--- src/pspp_pkg.sv ---
/*
  Shared constants and carriers for the pump pressure setpoint panel.
  Assumes a 25 MHz core clock; all times run off a 1 ms tick.
*/
`default_nettype none
package pspp_pkg;

  // Clock and time base
  localparam int CLK_PERIOD_NS  = 40;
  localparam int TICK_PERIOD_NS = 1_000_000;
  localparam int TICK_CYCLES    = TICK_PERIOD_NS / CLK_PERIOD_NS;
  localparam int TICKS_PER_S    = 1_000_000_000 / TICK_PERIOD_NS;

  // Operator timing, in ticks
  localparam int HOLD_TIME_S      = 2;
  localparam int HOLD_TICKS       = HOLD_TIME_S * TICKS_PER_S;
  localparam int SHOW_TIME_S      = 6;
  localparam int SHOW_TICKS       = SHOW_TIME_S * TICKS_PER_S;
  localparam int DEBOUNCE_TIME_MS = 10;
  localparam int DEBOUNCE_TICKS   = DEBOUNCE_TIME_MS * TICKS_PER_S / 1000;
  localparam int REPEAT_TIME_MS   = 250;
  localparam int REPEAT_TICKS     = REPEAT_TIME_MS * TICKS_PER_S / 1000;
  localparam int CTRL_TIME_MS     = 10;
  localparam int CTRL_TICKS       = CTRL_TIME_MS * TICKS_PER_S / 1000;
  localparam int BLINK_TIME_MS    = 250;
  localparam int BLINK_TICKS      = BLINK_TIME_MS * TICKS_PER_S / 1000;

  // Ranges and step sizes
  localparam logic [11:0] PRESS_MIN   = 12'h02d;
  localparam logic [11:0] PRESS_MAX   = 12'h12c;
  localparam logic [11:0] SPEED_MIN   = 12'h2bc;
  localparam logic [11:0] SPEED_MAX   = 12'h960;
  localparam logic [11:0] HIIDLE_MIN  = 12'h320;
  localparam logic [11:0] HIIDLE_MAX  = 12'h960;
  localparam logic [11:0] DISP_MAX    = 12'h258;
  localparam logic [11:0] VAC_MAX     = 12'h01e;
  localparam logic [11:0] P_STEP_1    = 12'h001;
  localparam logic [11:0] P_STEP_2    = 12'h005;
  localparam logic [11:0] P_STEP_3    = 12'h00a;
  localparam logic [11:0] S_STEP_1    = 12'h00a;
  localparam logic [11:0] S_STEP_2    = 12'h032;
  localparam logic [11:0] S_STEP_3    = 12'h064;
  localparam logic [11:0] GOV_STEP    = 12'h005;
  localparam logic [2:0]  FAST_AFTER  = 3'h4;
  localparam logic [7:0]  VAC_SCALE   = 8'h82;
  localparam int          BAR_SEGS    = 16;

  // Button bit positions in the input carrier
  localparam int B_HIIDLE = 0;
  localparam int B_MODE   = 1;
  localparam int B_IDLE   = 2;
  localparam int B_PRESET = 3;
  localparam int B_DEC    = 4;
  localparam int B_INC    = 5;

  typedef enum logic {
    MODE_PRESSURE = 1'b0,
    MODE_SPEED    = 1'b1
  } pspp_mode_e;

  typedef enum logic [1:0] {
    LOW_INTAKE_PSI = 2'b00,
    LOW_INTAKE_VAC = 2'b01,
    LOW_SETTING    = 2'b10,
    LOW_IDLE_MSG   = 2'b11
  } pspp_lower_e;

  typedef struct packed {
    logic inc;
    logic dec;
    logic preset;
    logic idle;
    logic mode;
    logic hiIdle;
  } pspp_buttons_s;

  typedef struct packed {
    pspp_lower_e kind;
    logic [11:0] value;
    logic        flash;
    logic        lit;
  } pspp_lower_s;

  typedef struct packed {
    logic pressure;
    logic speed;
    logic idle;
  } pspp_lamps_s;

endpackage

`default_nettype wire

--- src/pspp_panel.sv ---
/*
  Pump pressure setpoint panel: button handling, setpoint keeping,
  displays, bar graph and engine speed command.
  Assumes buttons arrive raw from pins, pressure samples come from a
  converter on core_clk, and the speed command feeds an engine controller.
*/
// Functional notes
// - After reset select pressure mode and light the amber pressure lamp.
// - Light the red idle lamp while the unit holds the engine at idle.
// - Increase and decrease adjust the pressure setpoint within 45 to 300 psi.
// - A short press steps the setpoint by exactly 1 psi.
// - Held over 2 s, repeat steps of 5 psi, then 10 psi.
// - While adjusting, lower window shows the flashing setpoint, not intake.
// - Setpoint keeps flashing 6 s after release, then intake returns.
// - Idle drops engine to idle and flashes an idle message for 6 s.
// - Preset loads stored setpoint, flashes it and raises engine speed.
// - After preset, adjust and idle buttons keep working as usual.
// - Bar graph shows pressure setpoint, or speed setpoint in speed mode.
// - Upper window shows discharge 0 to 600 psi in 1 psi steps.
// - First sample after reset becomes the offset so discharge starts at 0.
// - Lower window shows intake from -30 inHg to 600 psi.
// - Below 0 psig show vacuum in whole inHg, else whole psi.
// - Pressure mode trims speed command to hold discharge at setpoint.
// - Speed mode holds the speed command at the selected setting.
// - Mode change takes over present values, so no step occurs.
// - Remote high idle speed is configurable from 800 to 2400 RPM.
// - Each mode press toggles pressure and speed mode and its lamps.
`timescale 1ns/1ns
`default_nettype none

module pspp_panel #(
  parameter int TICK_CYCLES = pspp_pkg::TICK_CYCLES,
  parameter logic [11:0] PRESET_PSI = 12'h096,
  parameter logic [11:0] PRESET_RPM = 12'h4b0
) (
  input  wire logic                  core_clk,
  input  wire logic                  srst,
  input  wire pspp_pkg::pspp_buttons_s btnPins,
  input  wire logic [11:0]           highIdleRpm,
  input  wire logic                  sampleValid,
  input  wire logic [14:0]           dischargeRaw,
  input  wire logic signed [15:0]    intakeRaw,
  output logic [11:0]                speedCmd,
  output logic [11:0]                dischargePsi,
  output pspp_pkg::pspp_lower_s      lower,
  output logic [15:0]                bar,
  output pspp_pkg::pspp_lamps_s      lamps
);

  typedef struct packed {
    logic [5:0]       sync1;
    logic [5:0]       sync2;
    logic [5:0]       stable;
    logic [5:0]       prev;
    logic [5:0][3:0]  debCnt;
    logic [14:0]      tickCnt;
    logic [11:0]      holdMs;
    logic [7:0]       repMs;
    logic [2:0]       fastCnt;
    logic [12:0]      showMs;
    logic [12:0]      idleMs;
    logic [7:0]       blinkMs;
    logic             blinkPhase;
    logic [3:0]       ctrlMs;
    pspp_pkg::pspp_mode_e mode;
    logic             active;
    logic             calDone;
    logic [14:0]      offset;
    logic [11:0]      pressSet;
    logic [11:0]      speedSet;
    logic [11:0]      speedCmd;
    logic [11:0]      upper;
    logic             intakeVac;
    logic [11:0]      intakeVal;
    pspp_pkg::pspp_lower_s lower;
    logic [15:0]      bar;
    pspp_pkg::pspp_lamps_s lamps;
  } pspp_state_s;

  pspp_state_s st;
  pspp_state_s next_st;

  logic        msTick;
  logic        ctrlTick;
  logic [5:0]  rise;
  logic        incHeld;
  logic        decHeld;
  logic        adjHeld;
  logic        stepNow;
  logic [1:0]  stepLvl;
  logic [11:0] stepSz;
  logic [11:0] idleTarget;
  logic [14:0] calDiff;
  logic [15:0] vacMag;
  logic [23:0] vacProd;
  logic [15:0] barP;
  logic [15:0] barS;

  // Saturating step of a value toward hi or lo
  function automatic logic [11:0] bump(input logic [11:0] v, input logic up,
                                       input logic [11:0] sz, input logic [11:0] lo,
                                       input logic [11:0] hi);
    logic [11:0] r;
    r = v;
    if (up) begin
      r = (v + sz > hi) ? hi : v + sz;
    end else begin
      r = (v < lo + sz) ? lo : v - sz;
    end
    return r;
  endfunction

  // Clamp a value into a range
  function automatic logic [11:0] clampVal(input logic [11:0] v, input logic [11:0] lo,
                                           input logic [11:0] hi);
    logic [11:0] r;
    r = v;
    if (v < lo) begin
      r = lo;
    end else if (v > hi) begin
      r = hi;
    end
    return r;
  endfunction

  // Bar graph thresholds, two comparators per segment, one per setpoint
  genvar gi;
  generate
    for (gi = 0; gi < pspp_pkg::BAR_SEGS; gi++) begin : gBar
      localparam int PSPAN = int'(pspp_pkg::PRESS_MAX - pspp_pkg::PRESS_MIN);
      localparam int SSPAN = int'(pspp_pkg::SPEED_MAX - pspp_pkg::SPEED_MIN);
      localparam logic [11:0] PTHR = 12'(int'(pspp_pkg::PRESS_MIN) + gi * PSPAN / pspp_pkg::BAR_SEGS);
      localparam logic [11:0] STHR = 12'(int'(pspp_pkg::SPEED_MIN) + gi * SSPAN / pspp_pkg::BAR_SEGS);
      assign barP[gi] = st.pressSet >= PTHR;
      assign barS[gi] = st.speedSet >= STHR;
    end
  endgenerate

  // Next state
  always_comb begin
    next_st = st;

    // Millisecond time base
    msTick = st.tickCnt == 15'(TICK_CYCLES - 1);
    next_st.tickCnt = msTick ? 15'h0 : st.tickCnt + 15'h1;

    // Two-stage synchroniser, then per-button debounce
    next_st.sync1 = btnPins;
    next_st.sync2 = st.sync1;
    for (int i = 0; i < 6; i++) begin
      if (st.sync2[i] == st.stable[i]) begin
        next_st.debCnt[i] = 4'h0;
      end else if (msTick) begin
        if (st.debCnt[i] == 4'(pspp_pkg::DEBOUNCE_TICKS - 1)) begin
          next_st.stable[i] = st.sync2[i];
          next_st.debCnt[i] = 4'h0;
        end else begin
          next_st.debCnt[i] = st.debCnt[i] + 4'h1;
        end
      end
    end
    next_st.prev = st.stable;
    rise = st.stable & ~st.prev;

    // Adjust buttons; both held at once is ignored
    incHeld = st.stable[pspp_pkg::B_INC] & ~st.stable[pspp_pkg::B_DEC];
    decHeld = st.stable[pspp_pkg::B_DEC] & ~st.stable[pspp_pkg::B_INC];
    adjHeld = incHeld | decHeld;
    stepNow = (rise[pspp_pkg::B_INC] & incHeld) | (rise[pspp_pkg::B_DEC] & decHeld);
    stepLvl = 2'h0;

    // Hold timer and repeat stepping
    if (!adjHeld) begin
      next_st.holdMs = 12'h0;
      next_st.repMs = 8'h0;
      next_st.fastCnt = 3'h0;
    end else if (msTick) begin
      if (st.holdMs != 12'(pspp_pkg::HOLD_TICKS)) begin
        next_st.holdMs = st.holdMs + 12'h1;
      end else if (st.repMs == 8'(pspp_pkg::REPEAT_TICKS - 1)) begin
        next_st.repMs = 8'h0;
        stepNow = 1'b1;
        stepLvl = (st.fastCnt == pspp_pkg::FAST_AFTER) ? 2'h2 : 2'h1;
        if (st.fastCnt != pspp_pkg::FAST_AFTER) begin
          next_st.fastCnt = st.fastCnt + 3'h1;
        end
      end else begin
        next_st.repMs = st.repMs + 8'h1;
      end
    end

    // Step size for the active mode
    case ({st.mode, stepLvl})
      3'b000:  stepSz = pspp_pkg::P_STEP_1;
      3'b001:  stepSz = pspp_pkg::P_STEP_2;
      3'b010:  stepSz = pspp_pkg::P_STEP_3;
      3'b100:  stepSz = pspp_pkg::S_STEP_1;
      3'b101:  stepSz = pspp_pkg::S_STEP_2;
      3'b110:  stepSz = pspp_pkg::S_STEP_3;
      default: stepSz = 12'h0;
    endcase

    // Apply a step to the active setpoint, saturating at the limits
    if (stepNow) begin
      next_st.active = 1'b1;
      if (st.mode == pspp_pkg::MODE_PRESSURE) begin
        next_st.pressSet = bump(st.pressSet, incHeld, stepSz,
                                pspp_pkg::PRESS_MIN, pspp_pkg::PRESS_MAX);
      end else begin
        next_st.speedSet = bump(st.speedSet, incHeld, stepSz,
                                pspp_pkg::SPEED_MIN, pspp_pkg::SPEED_MAX);
      end
    end

    // Preset loads the stored setting and engages the governor
    if (rise[pspp_pkg::B_PRESET]) begin
      next_st.active = 1'b1;
      if (st.mode == pspp_pkg::MODE_PRESSURE) begin
        next_st.pressSet = clampVal(PRESET_PSI, pspp_pkg::PRESS_MIN, pspp_pkg::PRESS_MAX);
      end else begin
        next_st.speedSet = clampVal(PRESET_RPM, pspp_pkg::SPEED_MIN, pspp_pkg::SPEED_MAX);
      end
    end

    // Mode toggle takes over the present values
    if (rise[pspp_pkg::B_MODE]) begin
      if (st.mode == pspp_pkg::MODE_PRESSURE) begin
        next_st.mode = pspp_pkg::MODE_SPEED;
        next_st.speedSet = clampVal(st.speedCmd, pspp_pkg::SPEED_MIN, pspp_pkg::SPEED_MAX);
      end else begin
        next_st.mode = pspp_pkg::MODE_PRESSURE;
        next_st.pressSet = clampVal(st.upper, pspp_pkg::PRESS_MIN, pspp_pkg::PRESS_MAX);
      end
    end

    // Setting display timer: reloads while held, runs out after release
    if (adjHeld || rise[pspp_pkg::B_PRESET]) begin
      next_st.showMs = 13'(pspp_pkg::SHOW_TICKS);
      next_st.idleMs = 13'h0;
    end else if (msTick && st.showMs != 13'h0) begin
      next_st.showMs = st.showMs - 13'h1;
    end
    if (msTick && st.idleMs != 13'h0 && !adjHeld) begin
      next_st.idleMs = st.idleMs - 13'h1;
    end

    // Idle button wins over adjust and preset presses in the same cycle; a mode press still toggles
    if (rise[pspp_pkg::B_IDLE]) begin
      next_st.active = 1'b0;
      next_st.idleMs = 13'(pspp_pkg::SHOW_TICKS);
      next_st.showMs = 13'h0;
    end

    // Idle target, raised by the remote high idle input
    idleTarget = pspp_pkg::SPEED_MIN;
    if (st.stable[pspp_pkg::B_HIIDLE]) begin
      idleTarget = clampVal(highIdleRpm, pspp_pkg::HIIDLE_MIN, pspp_pkg::HIIDLE_MAX);
    end

    // Governor
    next_st.ctrlMs = st.ctrlMs;
    ctrlTick = 1'b0;
    if (msTick) begin
      ctrlTick = st.ctrlMs == 4'(pspp_pkg::CTRL_TICKS - 1);
      next_st.ctrlMs = ctrlTick ? 4'h0 : st.ctrlMs + 4'h1;
    end
    if (!st.active) begin
      next_st.speedCmd = idleTarget;
    end else if (ctrlTick && st.mode == pspp_pkg::MODE_PRESSURE) begin
      if (st.upper != st.pressSet) begin
        next_st.speedCmd = bump(st.speedCmd, st.upper < st.pressSet, pspp_pkg::GOV_STEP,
                                pspp_pkg::SPEED_MIN, pspp_pkg::SPEED_MAX);
      end
    end else if (ctrlTick) begin
      if (st.speedCmd < st.speedSet) begin
        next_st.speedCmd = bump(st.speedCmd, 1'b1, pspp_pkg::GOV_STEP,
                                pspp_pkg::SPEED_MIN, st.speedSet);
      end else begin
        next_st.speedCmd = bump(st.speedCmd, 1'b0, pspp_pkg::GOV_STEP,
                                st.speedSet, pspp_pkg::SPEED_MAX);
      end
    end

    // Discharge: first sample is the zero offset
    calDiff = (dischargeRaw > st.offset) ? dischargeRaw - st.offset : 15'h0;
    vacMag = 16'(-intakeRaw);
    vacProd = vacMag * pspp_pkg::VAC_SCALE;
    if (sampleValid) begin
      if (!st.calDone) begin
        next_st.calDone = 1'b1;
        next_st.offset = dischargeRaw;
        next_st.upper = 12'h0;
      end else begin
        next_st.upper = clampVal({1'b0, calDiff[14:4]}, 12'h0, pspp_pkg::DISP_MAX);
      end
      // Intake: vacuum in inHg below zero, psi at or above
      next_st.intakeVac = intakeRaw[15];
      if (intakeRaw[15]) begin
        next_st.intakeVal = clampVal(vacProd[21:10], 12'h0, pspp_pkg::VAC_MAX);
      end else begin
        next_st.intakeVal = clampVal({1'b0, intakeRaw[14:4]}, 12'h0, pspp_pkg::DISP_MAX);
      end
    end

    // Blink phase for flashing readouts
    if (msTick) begin
      if (st.blinkMs == 8'(pspp_pkg::BLINK_TICKS - 1)) begin
        next_st.blinkMs = 8'h0;
        next_st.blinkPhase = ~st.blinkPhase;
      end else begin
        next_st.blinkMs = st.blinkMs + 8'h1;
      end
    end

    // Lower window selection
    if (next_st.idleMs != 13'h0) begin
      next_st.lower.kind = pspp_pkg::LOW_IDLE_MSG;
      next_st.lower.value = 12'h0;
      next_st.lower.flash = 1'b1;
    end else if (next_st.showMs != 13'h0) begin
      next_st.lower.kind = pspp_pkg::LOW_SETTING;
      next_st.lower.value = (next_st.mode == pspp_pkg::MODE_PRESSURE) ?
                            next_st.pressSet : next_st.speedSet;
      next_st.lower.flash = 1'b1;
    end else begin
      next_st.lower.kind = next_st.intakeVac ? pspp_pkg::LOW_INTAKE_VAC
                                             : pspp_pkg::LOW_INTAKE_PSI;
      next_st.lower.value = next_st.intakeVal;
      next_st.lower.flash = 1'b0;
    end
    next_st.lower.lit = ~next_st.lower.flash | next_st.blinkPhase;

    // Bar graph and lamps
    next_st.bar = (st.mode == pspp_pkg::MODE_SPEED) ? barS : barP;
    next_st.lamps.pressure = next_st.mode == pspp_pkg::MODE_PRESSURE;
    next_st.lamps.speed = next_st.mode == pspp_pkg::MODE_SPEED;
    next_st.lamps.idle = ~next_st.active & ~st.stable[pspp_pkg::B_HIIDLE];

    // Synchronous reset
    if (srst) begin
      next_st = '0;
      next_st.mode = pspp_pkg::MODE_PRESSURE;
      next_st.pressSet = pspp_pkg::PRESS_MIN;
      next_st.speedSet = pspp_pkg::SPEED_MIN;
      next_st.speedCmd = pspp_pkg::SPEED_MIN;
      next_st.lamps.pressure = 1'b1;
      next_st.lamps.idle = 1'b1;
      next_st.lower.lit = 1'b1;
    end
  end

  // State register
  always_ff @(posedge core_clk) begin
    st <= next_st;
  end

  // Outputs straight from state
  assign speedCmd = st.speedCmd;
  assign dischargePsi = st.upper;
  assign lower = st.lower;
  assign bar = st.bar;
  assign lamps = st.lamps;

endmodule

`default_nettype wire

--- config.mk ---
export PLATFORM = sky130hd
export DESIGN_NAME = pspp_panel
export DESIGN_NICKNAME = d
export VERILOG_FILES = /design/src/pspp_pkg.sv /design/src/pspp_panel.sv
export SDC_FILE = /design/constraint.sdc
export NUM_CORES = 1
export LEC_CHECK = 0
export BUFFER_PORTS_ARGS = -buffer_cell sky130_fd_sc_hd__clkbuf_2
export CAP_MARGIN = 20
export CORE_MARGIN = 8
export CORE_UTILIZATION = 40
export DETAILED_ROUTE_END_ITERATION = 8
export SLEW_MARGIN = 20
export SYNTH_ARGS = -nofsm -noshare
export SYNTH_HDL_FRONTEND = slang
export SYNTH_SLANG_ARGS = --single-unit
export TNS_END_PERCENT = 10
--- constraint.sdc ---
create_clock -name core_clk -period 9 [get_ports core_clk]
set_clock_uncertainty 0.1 [all_clocks]
set_input_delay 1.8 -clock core_clk [delete_from_list [all_inputs] [get_ports core_clk]]
set_output_delay 1.8 -clock core_clk [all_outputs]
set_load 0.005 [all_outputs]
==> metrics.txt <==
WP data required 9.35 ns; RSZ-0062 raised after global routing false; initial antenna violation count 1; delay of the slowest cell on the worst path 0.65 ns; Inserted Clock Buffers 29; total of max-cap violations 0; slowest cell on the critical path a221oi_1; total clock sinks approximately 240; Vias/cell about 5.9; crit-path cells ha_1 -> and4b_1 -> and4_1 -> nand3_1 -> nor2_1 -> nand2_1 -> inv_1 -> nand3_1 -> nand2_1 -> inv_1 -> ha_1 -> nor2b_1 -> xnor2_1 -> ha_1 -> or3_1 -> o21ai_0 -> a21oi_1 -> a31oi_1 -> nor2_1 -> a221oi_1 -> o21ai_0 -> a32o_1; pre-CTS setup slack 2.66 ns; maximum clock path buffer count 3; Sw Ratio 0.246; Post-Place Cells approximately 2900; antenna diode instance count 0; setup violators final 0; worst rel slew slack 0.331; fmax roughly 160 MHz; Async S/R FF share, synth 0; Synth Cell Area around 18000 um2; I/O pins approximately 110; Top FF cell, synth dfxtp_1; GRT Total Usage 0.210; cell row count between 70 and 80; R2R Setup Slk between 2 and 3 ns; detailed placement HPWL 43800 um; DRC 0; Setup Buffers After CTS 0; Pwr Total 2.49 mW; HP Class reg2reg; Reg2Reg Depth 22; worst skew pair latency between 0.5 and 0.6 ns; critical path class reg2reg; crit start category register; Top cell by count, worst path ha_1; CP max FO 8; vias in the first global route approximately 16000; RD Place Congestion around 0.95; Layout Nets between 2000 and 3000; Die Y roughly 230 um; Non-Filler Instances 2978; Hold Path Depth 1; status completed; endpoint class of the critical path register; Psw around 610 uW; largest net degree at the start of global routing approximately 70; Power Internal about 1.9 mW; Vias around 17000; first-pass GRT wire length ~91000 um; Hold Startpoint st[236]; Final Max Tran Viols 0; antenna-violating nets left 0; Synth Register Bits ~240; clock share of power 0.483; Ys Warns 0; die width ~230 um; Gate Count Post-Synth approximately 2400; sequential share of power 0.428; most frequent cells in the layout nor2_1, dfxtp_1, nand2_1; post_cts resized 0; Post-Route WL around 58000 um; core box area 45000 um2; htree depth 1; Layout area overhead 8.66%; critical path data arrival time 6.62 ns; 1st-pass router iterations 5; period utilization 0.697; LEAKAGE 7.73 nW; average cell area after synthesis approximately 7.6 um2; worst vdd ir 0.135 mV; Post-Route Setup TNS 0 ns; Tightest Pin Transition roughly 1 ns; worst setup margin around 2.7 ns; most common cell after layout, fill and taps aside nor2_1; Unique masters post-synth 91; Starting Density 0.401; Period minus WS final ~6.3 ns; hold slack between 0.3 and 0.4 ns; clk root buf clkbuf_16; port bufs about 110; Hold Path End st[230]; Comb pwr share 0.089; layout cells sized above 1 0.0908; sequential share of the synthesized area 0.261; Synthesized Nets 2571; Post-synth EDFFs 0; Cell Pwr Density between 100 and 150 nW/um2; CTS clk-pin slew, worst paths ~0.060 ns; R2R Path Start st[176]; wire per inst between 15 and 20 um; Worst R2R End lower[8]; total gr overflow 0; die area ~52000 um2; drt first-iter violations about 1400; Hold-fix buffers, CTS 0; final hold vios 0; CTS tree yes
flip-flops by register name, indices dropped and copies added, names as in the netlist:
name          count
lower            15
bar              16
lamps             3
st              178
dischargePsi     11
speedCmd         12
metrics by stage:
stage | cell area, um2 | utilization
floorplan | 18000 | -
global placement | 18600 | 0.414
detailed placement | 18600 | 0.414
CTS | 19600 | 0.436
global route | 19600 | 0.436
finish | 19600 | 0.436
worst max-delay path by stage:
stage / slack (ns) / start / to / depth (start not counted)
2_1_floorplan: 3.43 / intakeRaw[0] / lower[3] / 20
3_3_place_gp: 2.73 / intakeRaw[0] / lower[5] / 18
3_5_place_dp: 2.66 / intakeRaw[1] / lower[4] / 16
4_1_cts: 2.81 / st[176] / lower[8] / 22
5_1_grt: 2.22 / st[176] / lower[6] / 20
6_report: 2.73 / st[176] / lower[8] / 22
logic make-up (layout without fill, tap and decap cells):
kind of cell,after synthesis,after routing,synth area share
AOI/OAI and AO/OA,611,611,0.225
xor gates and xnor gates,154,154,0.0748
adders and majority gates,150,150,0.106
buffers and inverters,284,292,0.0721
DFF,235,235,0.261
muxes,20,20,0.0114
other,1,1,0.000208
and+or+nand+nor,915,915,0.251
worst max-delay path: cells and delay by family (launching register included):
family | cells | cell delay, ns
DFF | 1 | 0.35
xor gates and xnor gates | 1 | 0.14
adders and majority gates | 3 | 0.74
AOI/OAI and AO/OA | 6 | 1.79
buffers and inverters | 2 | 0.39
and+or+nand+nor | 10 | 2.63
cell usage after synthesis (6+ instances only):
library cell	instances	area share
a211o_1	10	0.0049
a211oi_1	33	0.014
a21boi_0	6	0.0025
a21o_1	22	0.0092
a21oi_1	169	0.047
a221o_1	7	0.0039
a221oi_1	29	0.014
a22oi_1	9	0.0037
a31o_2	6	0.0029
a31oi_1	28	0.0097
and2_1	16	0.0055
and3_1	20	0.0069
and4_1	6	0.0029
buf_1	9	0.0019
buf_4	60	0.025
clkbuf_1	103	0.021
dfxtp_1	235	0.26
ha_1	145	0.10
inv_1	104	0.022
mux2i_1	15	0.0083
nand2_1	213	0.044
nand2b_1	47	0.016
nand3_1	65	0.018
nand3b_1	7	0.0029
nand4_1	33	0.011
nor2_1	267	0.056
nor2b_1	53	0.018
nor3_1	67	0.019
nor3b_1	14	0.0058
nor4_1	29	0.010
nor4b_1	6	0.0029
o2111ai_1	8	0.0039
o211ai_1	19	0.0079
o21a_1	25	0.010
o21ai_0	121	0.034
o221ai_1	9	0.0044
o22ai_1	6	0.0021
o31a_1	6	0.0029
o31ai_1	24	0.010
o41ai_1	8	0.0039
or2_2	16	0.0055
or3_1	24	0.0083
or4_1	12	0.0050
xnor2_1	95	0.046
xor2_1	59	0.029
per-layer routing:
layer,vias to the layer above,global-route usage,part of all wire
met2,702,0.335,0.44
met1,8181,0.283,0.45
li1,8415,-,-
met3,138,0.0406,0.079
met5,-,0,0
met4,0,0.0700,0.035
cell type report:
type / instances / area [um2]
repair buffers: 131 / 713
fillers: 4606 / 25400
well taps: 600 / 751
flip-flops and latches: 235 / 4700
clock inverters: 14 / 184
inverters: 109 / 409
clock buffers: 38 / 800
multi-input cells: 1851 / 12000
power groups by stage:
stage / logic, mW / registers, mW / clock network, mW
2_1_floorplan: 0.161 / 1.08 / 0
3_3_place_gp: 0.219 / 1.09 / 0
3_5_place_dp: 0.221 / 1.09 / 0
4_1_cts: 0.222 / 1.07 / 1.23
5_1_grt: 0.249 / 1.07 / 1.28
6_report: 0.222 / 1.07 / 1.20
No activity file was read; power rests on OpenSTA's default activity.
